## config.mk

```make
export PLATFORM = sky130hd
export DESIGN_NAME = fcs_ctrl
export DESIGN_NICKNAME = d
export VERILOG_FILES = /design/src/fcs_pkg.sv /design/src/fcs_cyc_if.sv /design/src/fcs_ctrl.sv /design/src/fcs_pin_seq.sv
export SDC_FILE = /design/constraint.sdc
export NUM_CORES = 1
export LEC_CHECK = 0
export ABC_AREA = 0
export ABC_CLOCK_PERIOD_IN_PS = 3400
export BUFFER_PORTS_ARGS = -buffer_cell sky130_fd_sc_hd__buf_2
export CORE_UTILIZATION = 48
export DETAILED_ROUTE_END_ITERATION = 8
export PLACE_DENSITY = 0.68
export SLEW_MARGIN = 0
export SYNTH_ARGS = -nofsm -noshare
export SYNTH_HDL_FRONTEND = slang
export SYNTH_SLANG_ARGS = --single-unit
```

## constraint.sdc

```tcl
create_clock -name clk -period 3.4 [get_ports clk]
set_input_delay 0.34 -clock clk [delete_from_list [all_inputs] [get_ports clk]]
set_output_delay 0.34 -clock clk [all_outputs]
set_load 0.02 [all_outputs]
```

## src/fcs_pkg.sv

```systemverilog
package fcs_pkg;

   // widths of the flash side
   localparam int AW = 20;
   localparam int DW = 16;

   // register offsets on the apb side
   localparam logic [7:0] OFF_CMD   = 8'h00;
   localparam logic [7:0] OFF_ADDR  = 8'h04;
   localparam logic [7:0] OFF_WDATA = 8'h08;
   localparam logic [7:0] OFF_STAT  = 8'h0c;
   localparam logic [7:0] OFF_RDATA = 8'h10;
   localparam logic [7:0] OFF_CTRL  = 8'h14;

   // reset values
   localparam logic [AW-1:0] RST_ADDR  = 20'h00000;
   localparam logic [DW-1:0] RST_WDATA = 16'h0000;
   localparam logic [7:0]    RST_CSR   = 8'h00;

   // command codes, low byte only
   localparam logic [7:0] CD_ARRAY   = 8'hff;
   localparam logic [7:0] CD_IDENT   = 8'h90;
   localparam logic [7:0] CD_CSR     = 8'h70;
   localparam logic [7:0] CD_CLEAR   = 8'h50;
   localparam logic [7:0] CD_PROG    = 8'h40;
   localparam logic [7:0] CD_PROG2   = 8'h10;
   localparam logic [7:0] CD_ERASE   = 8'h20;
   localparam logic [7:0] CD_CONFIRM = 8'hd0;
   localparam logic [7:0] CD_SUSPEND = 8'hb0;
   localparam logic [7:0] CD_EXT     = 8'h71;
   localparam logic [7:0] CD_LOCK    = 8'h77;
   localparam logic [7:0] CD_UPLOAD  = 8'h97;

   // compatible status fields
   localparam int CSR_READY = 7;
   localparam int CSR_ESUSP = 6;
   localparam int CSR_EERR  = 5;
   localparam int CSR_PERR  = 4;
   localparam int CSR_VERR  = 3;
   localparam logic [7:0] CSR_MASK = 8'hf8;

   // status register fields
   localparam int ST_BUSY = 0;
   localparam int ST_RBPIN = 1;
   localparam int ST_UPLD = 2;
   localparam int ST_EERR = 3;
   localparam int ST_PERR = 4;
   localparam int ST_VERR = 5;
   localparam int ST_SEQERR = 6;
   localparam int ST_ESUSP = 7;
   localparam int ST_CSR_LSB = 8;
   localparam int ST_OP_LSB = 16;

   // timing counts in clk cycles
   localparam int PH_CYC   = 2;
   localparam int WAKE_CYC = 4;

   // steps 3 and 4 form the status poll
   localparam logic [2:0] STEP_POLL_CMD = 3'd3;
   localparam logic [2:0] STEP_POLL_RD  = 3'd4;

   typedef enum logic [3:0] {
      OP_READ_ARRAY, OP_READ_ID, OP_READ_CSR, OP_CLEAR, OP_PROGRAM, OP_PROGRAM_ALT,
      OP_ERASE, OP_SUSPEND, OP_RESUME, OP_LOCK, OP_UPLOAD, OP_READ_EXT
   } fcs_op_t;
   localparam logic [3:0] OP_LAST = 4'hb;

   typedef struct packed {
      logic       vld;
      logic       wr;
      logic [7:0] code;
      logic       use_addr;
      logic       use_wdata;
      logic       a0;
   } fcs_step_t;

endpackage
```

## src/fcs_cyc_if.sv

```systemverilog
`timescale 1ns/100ps
interface fcs_cyc_if;
   logic          req;
   logic          we;
   logic [19:0]   addr;
   logic [15:0]   wdata;
   logic          ack;
   logic [15:0]   rdata;

   modport ctrl (output req, output we, output addr, output wdata, input ack, input rdata);
   modport seq  (input req, input we, input addr, input wdata, output ack, output rdata);
endinterface

```

## src/fcs_ctrl.sv

```systemverilog
// Design decisions made here: the register addresses and the APB slave port.
`timescale 1ns/100ps
// Functional notes
// - code FF puts the device in array mode for following reads.
// - code 90 then two reads give manufacturer and device signatures.
// - code 70 makes the next read return compatible status.
// - word program is 40 or 10, then data written at program address.
// - block erase is 20, then D0 written inside the target block.
// - B0 suspends erase, D0 resumes; suspend bit 6 reads 1 while suspended.
// - code 71 then read at extended address gives global or block status.
// - block lock is 77, then D0 written inside the block.
// - after power-up the controller issues upload 97 then D0.
// - status bit 7 is ready; check ready before trusting error bits.
// - controller masks reserved compatible status bits 2 to 0 in the status register copy; the read data register returns them unmasked.
// - identifier reads use address bit 0 only, other address bits zero.
module fcs_ctrl
   import fcs_pkg::*;
#(
   parameter int PH_CYCLES = PH_CYC,
   parameter int WAKE_CYCLES = WAKE_CYC
) (
   // clock and reset
   input  wire logic          clk,
   input  wire logic          rst_b,
   // apb slave
   input  wire logic [7:0]    paddr,
   input  wire logic          psel,
   input  wire logic          penable,
   input  wire logic          pwrite,
   input  wire logic [31:0]   pwdata,
   output logic               pready,
   output logic [31:0]        prdata,
   output logic               pslverr,
   // flash pins
   output logic               rp_b,
   output logic               ras_b,
   output logic               cas_b,
   output logic               oe_b,
   output logic               we_b,
   output logic [9:0]         flash_a,
   output logic [DW-1:0]      dq_out,
   output logic               dq_oe,
   input  wire logic [DW-1:0] dq_in,
   input  wire logic          ready_busy_pin
);
   typedef enum logic [1:0] {S_WAKE, S_IDLE, S_ISSUE} fcs_st_t;

   fcs_cyc_if cyc ();

   fcs_st_t       st_ff;
   fcs_op_t       op_ff;
   logic [2:0]    step_ff;
   logic [2:0]    nxt_step;
   logic          last;
   logic          fin;
   logic [AW-1:0] addr_ff;
   logic [DW-1:0] wdata_ff;
   logic [DW-1:0] rd0_ff;
   logic [DW-1:0] rd1_ff;
   logic [7:0]    csr_ff;
   logic          pd_ff;
   logic          boot_ff;
   logic          upld_ff;
   logic [3:0]    err_ff;
   logic [7:0]    wake_ff;
   logic          rb_s1_ff;
   logic          rb_s2_ff;
   logic [31:0]   prdata_ff;
   logic          pslverr_ff;
   logic          wr_en;
   logic          start;
   fcs_step_t     cur;
   fcs_step_t     ahead;

   function automatic logic needs_poll(fcs_op_t op);
      return op inside {OP_PROGRAM, OP_PROGRAM_ALT, OP_ERASE, OP_SUSPEND, OP_LOCK,
                        OP_UPLOAD};
   endfunction

   function automatic logic [7:0] first_code(fcs_op_t op);
      case (op)
         OP_READ_ARRAY:  return CD_ARRAY;
         OP_READ_ID:     return CD_IDENT;
         OP_READ_CSR:    return CD_CSR;
         OP_CLEAR:       return CD_CLEAR;
         OP_PROGRAM:     return CD_PROG;
         OP_PROGRAM_ALT: return CD_PROG2;
         OP_ERASE:       return CD_ERASE;
         OP_SUSPEND:     return CD_SUSPEND;
         OP_RESUME:      return CD_CONFIRM;
         OP_LOCK:        return CD_LOCK;
         OP_UPLOAD:      return CD_UPLOAD;
         default:        return CD_EXT;
      endcase
   endfunction

   // one bus cycle of an operation; steps 3 and 4 poll status
   function automatic fcs_step_t step_info(fcs_op_t op, logic [2:0] idx);
      fcs_step_t s;
      s = '0;
      if (idx == 3'd0) begin
         s.vld  = 1'b1;
         s.wr   = 1'b1;
         s.code = first_code(op);
      end else if (idx == 3'd1) begin
         if (op inside {OP_READ_ARRAY, OP_READ_EXT, OP_READ_CSR}) begin
            s.vld      = 1'b1;
            s.use_addr = (op != OP_READ_CSR);
         end else if (op == OP_READ_ID) begin
            s.vld = 1'b1;
         end else if (op inside {OP_PROGRAM, OP_PROGRAM_ALT}) begin
            s.vld       = 1'b1;
            s.wr        = 1'b1;
            s.use_addr  = 1'b1;
            s.use_wdata = 1'b1;
         end else if (op inside {OP_ERASE, OP_LOCK, OP_UPLOAD}) begin
            s.vld      = 1'b1;
            s.wr       = 1'b1;
            s.code     = CD_CONFIRM;
            s.use_addr = (op != OP_UPLOAD);
         end
      end else if (idx == 3'd2) begin
         s.vld = (op == OP_READ_ID);
         s.a0  = 1'b1;
      end else if (idx == STEP_POLL_CMD) begin
         s.vld  = needs_poll(op);
         s.wr   = 1'b1;
         s.code = CD_CSR;
      end else if (idx == STEP_POLL_RD) begin
         s.vld = needs_poll(op);
      end
      return s;
   endfunction

   fcs_pin_seq #(
      .PH_CYCLES(PH_CYCLES)
   ) u_seq (
      .clk     (clk),
      .rst_b   (rst_b),
      .cyc     (cyc.seq),
      .ras_b   (ras_b),
      .cas_b   (cas_b),
      .oe_b    (oe_b),
      .we_b    (we_b),
      .flash_a (flash_a),
      .dq_out  (dq_out),
      .dq_oe   (dq_oe),
      .dq_in   (dq_in)
   );

   // request to the pin sequencer
   assign cur       = step_info(op_ff, step_ff);
   assign cyc.req   = (st_ff == S_ISSUE);
   assign cyc.we    = cur.wr;
   assign cyc.addr  = cur.use_addr ? addr_ff : {19'h00000, cur.a0};
   assign cyc.wdata = cur.use_wdata ? wdata_ff : {8'h00, cur.code};

   always_comb begin
      nxt_step = step_ff + 3'd1;
      ahead    = step_info(op_ff, nxt_step);
      if (!ahead.vld && needs_poll(op_ff) && step_ff < STEP_POLL_CMD) begin
         nxt_step = STEP_POLL_CMD;
         ahead    = step_info(op_ff, nxt_step);
      end
      if (step_ff == STEP_POLL_RD) begin
         nxt_step = STEP_POLL_RD;
      end
      // poll ends only when both status bit and pin say ready
      if (step_ff == STEP_POLL_RD) begin
         last = cyc.rdata[CSR_READY] && rb_s2_ff;
      end else begin
         last = !ahead.vld;
      end
   end

   assign fin = (st_ff == S_ISSUE) && cyc.ack && last;

   // apb
   assign pready  = 1'b1;
   assign prdata  = prdata_ff;
   assign pslverr = pslverr_ff;
   assign wr_en   = psel && penable && pwrite;
   assign start   = wr_en && paddr == OFF_CMD && st_ff == S_IDLE && !boot_ff
                    && pwdata[3:0] <= OP_LAST && !pd_ff;

   always_ff @(posedge clk or negedge rst_b) begin
      if (!rst_b) begin
         rb_s1_ff <= 1'b0;
         rb_s2_ff <= 1'b0;
      end else begin
         rb_s1_ff <= ready_busy_pin;
         rb_s2_ff <= rb_s1_ff;
      end
   end

   always_ff @(posedge clk or negedge rst_b) begin
      if (!rst_b) begin
         addr_ff  <= RST_ADDR;
         wdata_ff <= RST_WDATA;
         pd_ff    <= 1'b0;
      end else if (wr_en && st_ff != S_ISSUE) begin
         if (paddr == OFF_ADDR) begin
            addr_ff <= pwdata[AW-1:0];
         end else if (paddr == OFF_WDATA) begin
            wdata_ff <= pwdata[DW-1:0];
         end else if (paddr == OFF_CTRL) begin
            pd_ff <= pwdata[0];
         end
      end
   end

   always_ff @(posedge clk or negedge rst_b) begin
      if (!rst_b) begin
         prdata_ff  <= '0;
         pslverr_ff <= 1'b0;
      end else if (psel && !penable) begin
         pslverr_ff <= 1'b0;
         prdata_ff  <= '0;
         if (paddr == OFF_CMD || paddr == OFF_ADDR) begin
            prdata_ff <= (paddr == OFF_CMD) ? {28'h0000000, op_ff} : {12'h000, addr_ff};
         end else if (paddr == OFF_WDATA) begin
            prdata_ff <= {16'h0000, wdata_ff};
         end else if (paddr == OFF_STAT) begin
            prdata_ff <= {12'h000, op_ff, csr_ff, csr_ff[CSR_ESUSP], err_ff, upld_ff,
                          rb_s2_ff, st_ff != S_IDLE || boot_ff};
         end else if (paddr == OFF_RDATA) begin
            prdata_ff <= {rd1_ff, rd0_ff};
         end else if (paddr == OFF_CTRL) begin
            prdata_ff <= {31'h00000000, pd_ff};
         end else begin
            pslverr_ff <= 1'b1;
         end
      end
   end

   // power-down pin; entering it relocks every block so upload runs again on leaving
   always_ff @(posedge clk or negedge rst_b) begin
      if (!rst_b) begin
         rp_b    <= 1'b0;
         boot_ff <= 1'b1;
         wake_ff <= '0;
      end else begin
         rp_b <= !pd_ff;
         if (pd_ff) begin
            boot_ff <= 1'b1;
            wake_ff <= '0;
         end else if (wake_ff != 8'(WAKE_CYCLES)) begin
            wake_ff <= wake_ff + 8'h01;
         end
         if (st_ff == S_IDLE && boot_ff && !pd_ff && wake_ff == 8'(WAKE_CYCLES)) begin
            boot_ff <= 1'b0;
         end
      end
   end

   always_ff @(posedge clk or negedge rst_b) begin
      if (!rst_b) begin
         st_ff   <= S_WAKE;
         op_ff   <= OP_READ_ARRAY;
         step_ff <= '0;
      end else begin
         case (st_ff)
            S_WAKE: begin
               if (wake_ff == 8'(WAKE_CYCLES)) begin
                  st_ff <= S_IDLE;
               end
            end
            S_IDLE: begin
               step_ff <= '0;
               if (boot_ff && !pd_ff && wake_ff == 8'(WAKE_CYCLES)) begin
                  op_ff <= OP_UPLOAD;
                  st_ff <= S_ISSUE;
               end else if (start) begin
                  op_ff <= fcs_op_t'(pwdata[3:0]);
                  st_ff <= S_ISSUE;
               end
            end
            default: begin
               if (cyc.ack) begin
                  step_ff <= nxt_step;
                  if (last) begin
                     st_ff <= S_IDLE;
                  end
               end
            end
         endcase
      end
   end

   // read results; the poll masks reserved status bits
   always_ff @(posedge clk or negedge rst_b) begin
      if (!rst_b) begin
         rd0_ff <= '0;
         rd1_ff <= '0;
         csr_ff <= RST_CSR;
      end else if (st_ff == S_ISSUE && cyc.ack && !cur.wr) begin
         if (step_ff == STEP_POLL_RD || op_ff == OP_READ_CSR) begin
            csr_ff <= cyc.rdata[7:0] & CSR_MASK;
         end
         if (step_ff == 3'd2) begin
            rd1_ff <= cyc.rdata;
         end else begin
            rd0_ff <= cyc.rdata;
         end
      end
   end

   // error flags taken only once ready is seen; cleared by the clear op
   always_ff @(posedge clk or negedge rst_b) begin
      if (!rst_b) begin
         err_ff  <= '0;
         upld_ff <= 1'b0;
      end else begin
         if (fin && step_ff == STEP_POLL_RD) begin
            err_ff[ST_EERR-ST_EERR]   <= cyc.rdata[CSR_EERR];
            err_ff[ST_PERR-ST_EERR]   <= cyc.rdata[CSR_PERR];
            err_ff[ST_VERR-ST_EERR]   <= cyc.rdata[CSR_VERR];
            err_ff[ST_SEQERR-ST_EERR] <= cyc.rdata[CSR_EERR] && cyc.rdata[CSR_PERR];
         end else if (fin && op_ff == OP_CLEAR) begin
            err_ff <= '0;
         end
         if (fin && op_ff == OP_UPLOAD) begin
            upld_ff <= 1'b1;
         end else if (pd_ff) begin
            upld_ff <= 1'b0;
         end
      end
   end

   upper_byte_zero_a: assert property (@(posedge clk) disable iff (!rst_b)
      cyc.req && cyc.we && !cur.use_wdata |-> cyc.wdata[15:8] == 8'h00)
      else $error("command write with nonzero upper byte");
   array_code_a: assert property (@(posedge clk) disable iff (!rst_b)
      cyc.req && op_ff == OP_READ_ARRAY && step_ff == 3'd0 |-> cyc.wdata == 16'h00ff)
      else $error("array read without array code");
   id_address_a: assert property (@(posedge clk) disable iff (!rst_b)
      cyc.req && op_ff == OP_READ_ID && step_ff != 3'd0
      |-> cyc.addr == {19'h00000, step_ff == 3'd2})
      else $error("identifier read at wrong address");
   program_data_a: assert property (@(posedge clk) disable iff (!rst_b)
      cyc.req && op_ff inside {OP_PROGRAM, OP_PROGRAM_ALT} && step_ff == 3'd1
      |-> cyc.we && cyc.wdata == wdata_ff && cyc.addr == addr_ff)
      else $error("program data cycle malformed");
   confirm_code_a: assert property (@(posedge clk) disable iff (!rst_b)
      cyc.req && op_ff inside {OP_ERASE, OP_LOCK, OP_UPLOAD} && step_ff == 3'd1
      |-> cyc.we && cyc.wdata == 16'h00d0)
      else $error("confirm cycle without confirm code");
   boot_upload_a: assert property (@(posedge clk) disable iff (!rst_b)
      $fell(boot_ff) |=> st_ff == S_ISSUE && op_ff == OP_UPLOAD && cyc.wdata == 16'h0097)
      else $error("upload not issued at start");
   poll_ready_a: assert property (@(posedge clk) disable iff (!rst_b)
      fin && step_ff == STEP_POLL_RD |-> cyc.rdata[7] && rb_s2_ff)
      else $error("poll ended before ready");
   csr_masked_a: assert property (@(posedge clk) disable iff (!rst_b)
      st_ff == S_ISSUE && cyc.ack && step_ff == STEP_POLL_RD
      |=> csr_ff == (($past(cyc.rdata) & 16'h00f8)))
      else $error("reserved status bits not masked");
   busy_ignore_a: assert property (@(posedge clk) disable iff (!rst_b)
      st_ff == S_ISSUE && !cyc.ack |=> $stable(op_ff) && $stable(step_ff))
      else $error("operation changed while issuing");

   prog_done_c: cover property (@(posedge clk) disable iff (!rst_b)
      fin && op_ff == OP_PROGRAM);
   erase_done_c: cover property (@(posedge clk) disable iff (!rst_b)
      fin && op_ff == OP_ERASE);
   id_read_c: cover property (@(posedge clk) disable iff (!rst_b)
      fin && op_ff == OP_READ_ID);
   poll_repeat_c: cover property (@(posedge clk) disable iff (!rst_b)
      st_ff == S_ISSUE && cyc.ack && step_ff == STEP_POLL_RD && !last);
endmodule

```

## src/fcs_pin_seq.sv

```systemverilog
`timescale 1ns/100ps
module fcs_pin_seq
   import fcs_pkg::*;
#(
   parameter int PH_CYCLES = PH_CYC
) (
   // clock and reset
   input  wire logic          clk,
   input  wire logic          rst_b,
   // cycle requests
   fcs_cyc_if.seq             cyc,
   // flash pins
   output logic               ras_b,
   output logic               cas_b,
   output logic               oe_b,
   output logic               we_b,
   output logic [9:0]         flash_a,
   output logic [DW-1:0]      dq_out,
   output logic               dq_oe,
   input  wire logic [DW-1:0] dq_in
);
   typedef enum logic [2:0] {P_IDLE, P_ROW, P_COL, P_DATA, P_END} fcs_pst_t;

   fcs_pst_t      pst_ff;
   logic [7:0]    cnt_ff;
   logic          we_ff;
   logic [9:0]    col_ff;
   logic [DW-1:0] dq_s1_ff;
   logic [DW-1:0] dq_s2_ff;
   logic [DW-1:0] rdata_ff;
   logic          ack_ff;
   logic          expired;

   // data phase is two cycles longer so the synchroniser has settled;
   // column phase one longer since the column goes out a cycle after ras falls
   assign expired   = (pst_ff == P_DATA) ? (cnt_ff == 8'(PH_CYCLES + 1))
                    : (pst_ff == P_COL)  ? (cnt_ff == 8'(PH_CYCLES))
                                         : (cnt_ff == 8'(PH_CYCLES - 1));
   assign cyc.ack   = ack_ff;
   assign cyc.rdata = rdata_ff;

   always_ff @(posedge clk or negedge rst_b) begin
      if (!rst_b) begin
         dq_s1_ff <= '0;
         dq_s2_ff <= '0;
      end else begin
         dq_s1_ff <= dq_in;
         dq_s2_ff <= dq_s1_ff;
      end
   end

   always_ff @(posedge clk or negedge rst_b) begin
      if (!rst_b) begin
         pst_ff <= P_IDLE;
         cnt_ff <= '0;
         ack_ff <= 1'b0;
      end else begin
         ack_ff <= 1'b0;
         cnt_ff <= expired ? 8'h00 : cnt_ff + 8'h01;
         case (pst_ff)
            P_IDLE: begin
               cnt_ff <= '0;
               if (cyc.req && !ack_ff) begin
                  pst_ff <= P_ROW;
               end
            end
            P_ROW:  if (expired) pst_ff <= P_COL;
            P_COL:  if (expired) pst_ff <= P_DATA;
            P_DATA: if (expired) pst_ff <= P_END;
            default: begin
               if (expired) begin
                  pst_ff <= P_IDLE;
                  ack_ff <= 1'b1;
               end
            end
         endcase
      end
   end

   // pins: row latched on ras fall, column on cas fall, ras always first
   always_ff @(posedge clk or negedge rst_b) begin
      if (!rst_b) begin
         ras_b    <= 1'b1;
         cas_b    <= 1'b1;
         oe_b     <= 1'b1;
         we_b     <= 1'b1;
         flash_a  <= '0;
         dq_out   <= '0;
         dq_oe    <= 1'b0;
         we_ff    <= 1'b0;
         col_ff   <= '0;
         rdata_ff <= '0;
      end else begin
         if (pst_ff == P_IDLE && cyc.req && !ack_ff) begin
            we_ff   <= cyc.we;
            flash_a <= cyc.addr[19:10];
            col_ff  <= cyc.addr[9:0];
            dq_out  <= cyc.wdata;
         end
         if (pst_ff == P_ROW && expired) begin
            ras_b <= 1'b0;
         end
         // row must hold past the ras fall
         if (pst_ff == P_COL && cnt_ff == 8'h00) begin
            flash_a <= col_ff;
         end
         if (pst_ff == P_COL && expired) begin
            cas_b <= 1'b0;
            we_b  <= !we_ff;
            oe_b  <= we_ff;
            dq_oe <= we_ff;
         end
         if (pst_ff == P_DATA && expired) begin
            if (!we_ff) begin
               rdata_ff <= dq_s2_ff;
            end
            ras_b <= 1'b1;
            cas_b <= 1'b1;
            oe_b  <= 1'b1;
            we_b  <= 1'b1;
         end
         if (pst_ff == P_END) begin
            dq_oe <= 1'b0;
         end
      end
   end

   cas_after_ras_a: assert property (@(posedge clk) disable iff (!rst_b)
      $fell(cas_b) |-> !ras_b) else $error("column strobe fell without row strobe");
   row_hold_a: assert property (@(posedge clk) disable iff (!rst_b)
      $fell(ras_b) |-> $stable(flash_a)) else $error("row address moved at row strobe");
   no_fight_a: assert property (@(posedge clk) disable iff (!rst_b)
      dq_oe |-> oe_b) else $error("data driven while output enabled");
   cycle_ends_a: assert property (@(posedge clk) disable iff (!rst_b)
      $rose(cyc.req) |-> ##[1:60] ack_ff) else $error("pin cycle never finished");
endmodule

```

==> flow_summary.ini <==
[run_status]
status = finished, final reports clean

[floorplan]
die_y_um = 148
core_area_sq_um = 20500
rows = 52
start_util_pct = 49.7
pin_count = 128
die_w_um = 148
die_area_sq_um = 21800

[cts]
cts.sinks = 235
cts_setup_buffers = 0
clk_pin_slew_ns = 0.06
htree_levels = 1
clock_latency_ns = 0.51
cts_tree = yes
numCtsBuffers = 25
clock_path_buffers = 3
ctsRootBufferMaster = clkbuf_16
post_cts_resize_count = 0
hold_buffers = 18

[critical_path]
cp-end-kind = flip-flop
cp_max_fo = 16
regToRegStartpoint = op_ff[1]
crit_buf_inv = 2
start_kind = flip-flop
worstPathCellList = inv_1, ha_1, nor4_1, nor3_1, o311ai_2, or3_1, buf_4, mux2_1
crit_slowest_cell = dfrtp_1
path_class = reg -> reg
cpPeakStageDelay_ns = 0.48
path_delay_family = simple AND/OR/NAND/NOR gates
cp.required_ns = 3.78
cp.arrival_ns = 3.24
cp-startpoint = op_ff[1]

[final_layout]
postLayoutCellArea_sq_um = 12000
areaGrowthSynthToFinish_pct = 18.1
drive_gt1_share_pct = 21.4
fillers = 1737
finalNetCount = 1059

[detailed_routing]
routedWlPerCell_um = 19.1
wl_met2_mm = 11.4
drcViolationCount = 0
via_per_inst = 5.70
drt-met1-wl_mm = 10.9
wl_mm = 24.3
dr_wl_met3_mm = 1.51
drt_first_iter_violations = 356
routed.top_layer = met4
ant_nets = 0
vias = 7248
drt_pass1_iterations = 4

[pwr]
p_sw_mw = 2.34
leakage_nw = 5.94
p_comb_share_pct = 19.9
peakVddDrop_uv = 343
pwr-share-seq_pct = 44.8
clock_power_share_pct = 35.3
p_sw_share_pct = 30.1
power_density_nw_per_um2 = 645
internal_power_mw = 5.43

[placement]
placed_area_sq_um = 11000
dp_hpwl_mm = 17.2
post-place-ws_ns = 0.572
place.port_buffers = 114
gp_congestion = 0.863

[global_route]
gr-total-overflow = 0
grt_usage_pct = 22.7
antenna_found_initial = 1
grt_pass1_vias = 7049
grt_max_degree = 102
grt_pass1_wl_mm = 38.7

[flow_run]
cap_viol_max_count = 0

[yosys]
yosys_warnings = 0
netlist_area_sq_um = 10200
synth_area_per_cell_sq_um = 11.9
yosys.area_share.adder_pct = 1.72
synth_nets = 932
synth_edf_count = 0
synth_top_area_cell = dfrtp_1
yosys.area_share.simple_pct = 11.2
ys_seq_area_share_pct = 57.8
synth.area.top_cells = dfrtp_1, mux2_1, nand2_1, mux2_4, a221o_1
synth-compound-area-share_pct = 13.7
async_flop_share_pct = 100
synth_cell_types = 68
synthXorXnorAreaFrac_pct = 1.03
synthFlopType = dfrtp_1
synth_top_family_by_area = compound AO/OA/AOI/OAI gates
syn_inst = 856
muxShareOfSynthArea_pct = 11.6
synth-seq-cells = 235
yosysTopAreaCellShare_pct = 56.5

[timing]
grt_setup_unrepaired = false
drv_slew = 0
worst_pin_slew_ns = 0.731
clock_skew_ns = 0.0219
post-route-min-period_ns = 2.86
fmax_mhz = 350
period_share_pct = 84.1
finalSetupTns_ns = 0
setup_viol = 0
slew_headroom_pct = 51.3
worst_slack_ns = 0.542
finalHoldViolCount = 0

[hold_path]
hp-start = pwdata[16]
hp-class = in -> reg
metal layers:
| metal | GRT usage, % | up-vias |
|---|---|---|
| met5 | 0 | - |
| met4 | 7.11 | 0 |
| met3 | 3.73 | 34 |
| met2 | 36.4 | 232 |
| met1 | 31.8 | 3626 |
| li1 | - | 3356 |
power by group through the flow:
stage | registers [mW] | logic, mW | clock network (mW)
floorplan | 3.44 | 1.12 | 0
global placement | 3.52 | 1.49 | 0
detailed placement | 3.53 | 1.53 | 0
CTS | 3.48 | 1.55 | 2.78
global route | 3.53 | 1.73 | 2.90
finish | 3.48 | 1.54 | 2.74
stage by stage:
step	instances	utilization, %	hold slack (ns)	power (mW)
6_report	1272	58.7	0.0388	7.76
5_1_grt	1271	58.7	0.0340	8.16
4_1_cts	1271	58.7	0.0329	7.81
3_5_place_dp	1208	53.7	0.336	5.06
3_3_place_gp	1208	53.7	0.334	5.01
2_1_floorplan	856	-	0.0444	4.55
flip-flops by register name, indices dropped and copies added (netlist names), 3 cells and up:
| signal | cells |
|---|---|
| addr_ff | 20 |
| csr_ff | 5 |
| err_ff | 4 |
| op_ff | 4 |
| prdata | 32 |
| rd0_ff | 16 |
| rd1_ff | 16 |
| step_ff | 3 |
| u_seq.cnt_ff | 8 |
| u_seq.col_ff | 10 |
| u_seq.cyc.rdata | 16 |
| u_seq.dq_out | 16 |
| u_seq.dq_s1_ff | 16 |
| u_seq.dq_s2_ff | 16 |
| u_seq.flash_a | 10 |
| u_seq.pst_ff | 3 |
| wake_ff | 8 |
| wdata_ff | 16 |
worst paths after layout:
path / endpoint / slack, ns / depth (start not counted)
max in group asynchronous: u_seq.ras_b / 2.00 / 3
worst min register to register: u_seq.dq_s2_ff[10] / 0.34 / 0
worst max register to register: rd1_ff[0] / 0.54 / 8
min in group asynchronous: addr_ff[18] / 0.47 / 2
worst max-delay path: rd1_ff[0] / 0.54 / 8
worst min-delay path: addr_ff[16] / 0.04 / 2
cells by family after synthesis:
family                   count (synthesis)
buffers and inverters                   66
AND/OR/NAND/NOR                        239
AO/OA/AOI/OAI                          190
multiplexers                            99
flip-flops                             235
adder cells (fa/ha/maj)                 14
XOR/XNOR                                12
other                                    1
placed cells by master (no fill, tap or decap), types with 15 or more instances in the layout:
master         netlist  routed
nor2_1              48      48
buf_2                7     113
o21ai_0             35      35
nand3_1             19      19
clkbuf_16            0      25
mux2_1              62      62
buf_4                3      15
a21oi_1             30      30
inv_1               18      18
a22o_1              25      25
nand2_1             92      92
a221o_1             23      23
dfrtp_1            230     230
nor2b_1             17      17
mux2_4              20      20
dlygate4sd3_1        0      18
layout make-up:
type	count	area (sq um)	share of cell area, %
Multi-Input combinational cell	555	4000	33.2
Antenna cell	1	2.50	0.0208
Sequential cell	235	5890	48.9
Timing Repair Buffer	148	893	7.42
Tap cell	270	338	2.81
Inverter	18	67.6	0.561
Clock inverter	9	98.8	0.821
Clock buffer	36	747	6.21
synth_stat cells (3+ instances only):
cell	instances
o21ai_0	35
buf_2	7
a32o_1	5
inv_1	18
and3_1	8
a31oi_1	4
mux2_4	20
mux2_2	10
xor2_1	4
or3_1	7
a21oi_1	30
o211ai_1	3
mux2_1	62
a22o_1	25
o21ai_1	9
buf_6	3
nand2b_1	8
xnor2_1	8
o31ai_1	8
nor2b_1	17
a221oi_1	11
and2_1	14
nor4_1	3
nand3_1	19
ha_1	14
dfstp_2	5
clkbuf_1	34
a211oi_1	3
mux2i_1	7
a21o_1	3
dfrtp_1	230
a32oi_1	4
nor3_1	9
nor2_1	48
buf_4	3
a221o_1	23
nand2_1	92
a211o_1	6
worst reg2reg max path: cells and delay by family (launching register included):
kind	cells	cell delay [ns]
AOI/OAI and AO/OA	1	0.47
adders and majority gates	1	0.33
buffers and inverters	2	0.44
DFF	1	0.48
muxes	1	0.36
and+or+nand+nor	3	0.65
Note: power is estimated with default switching activity, not from simulation.
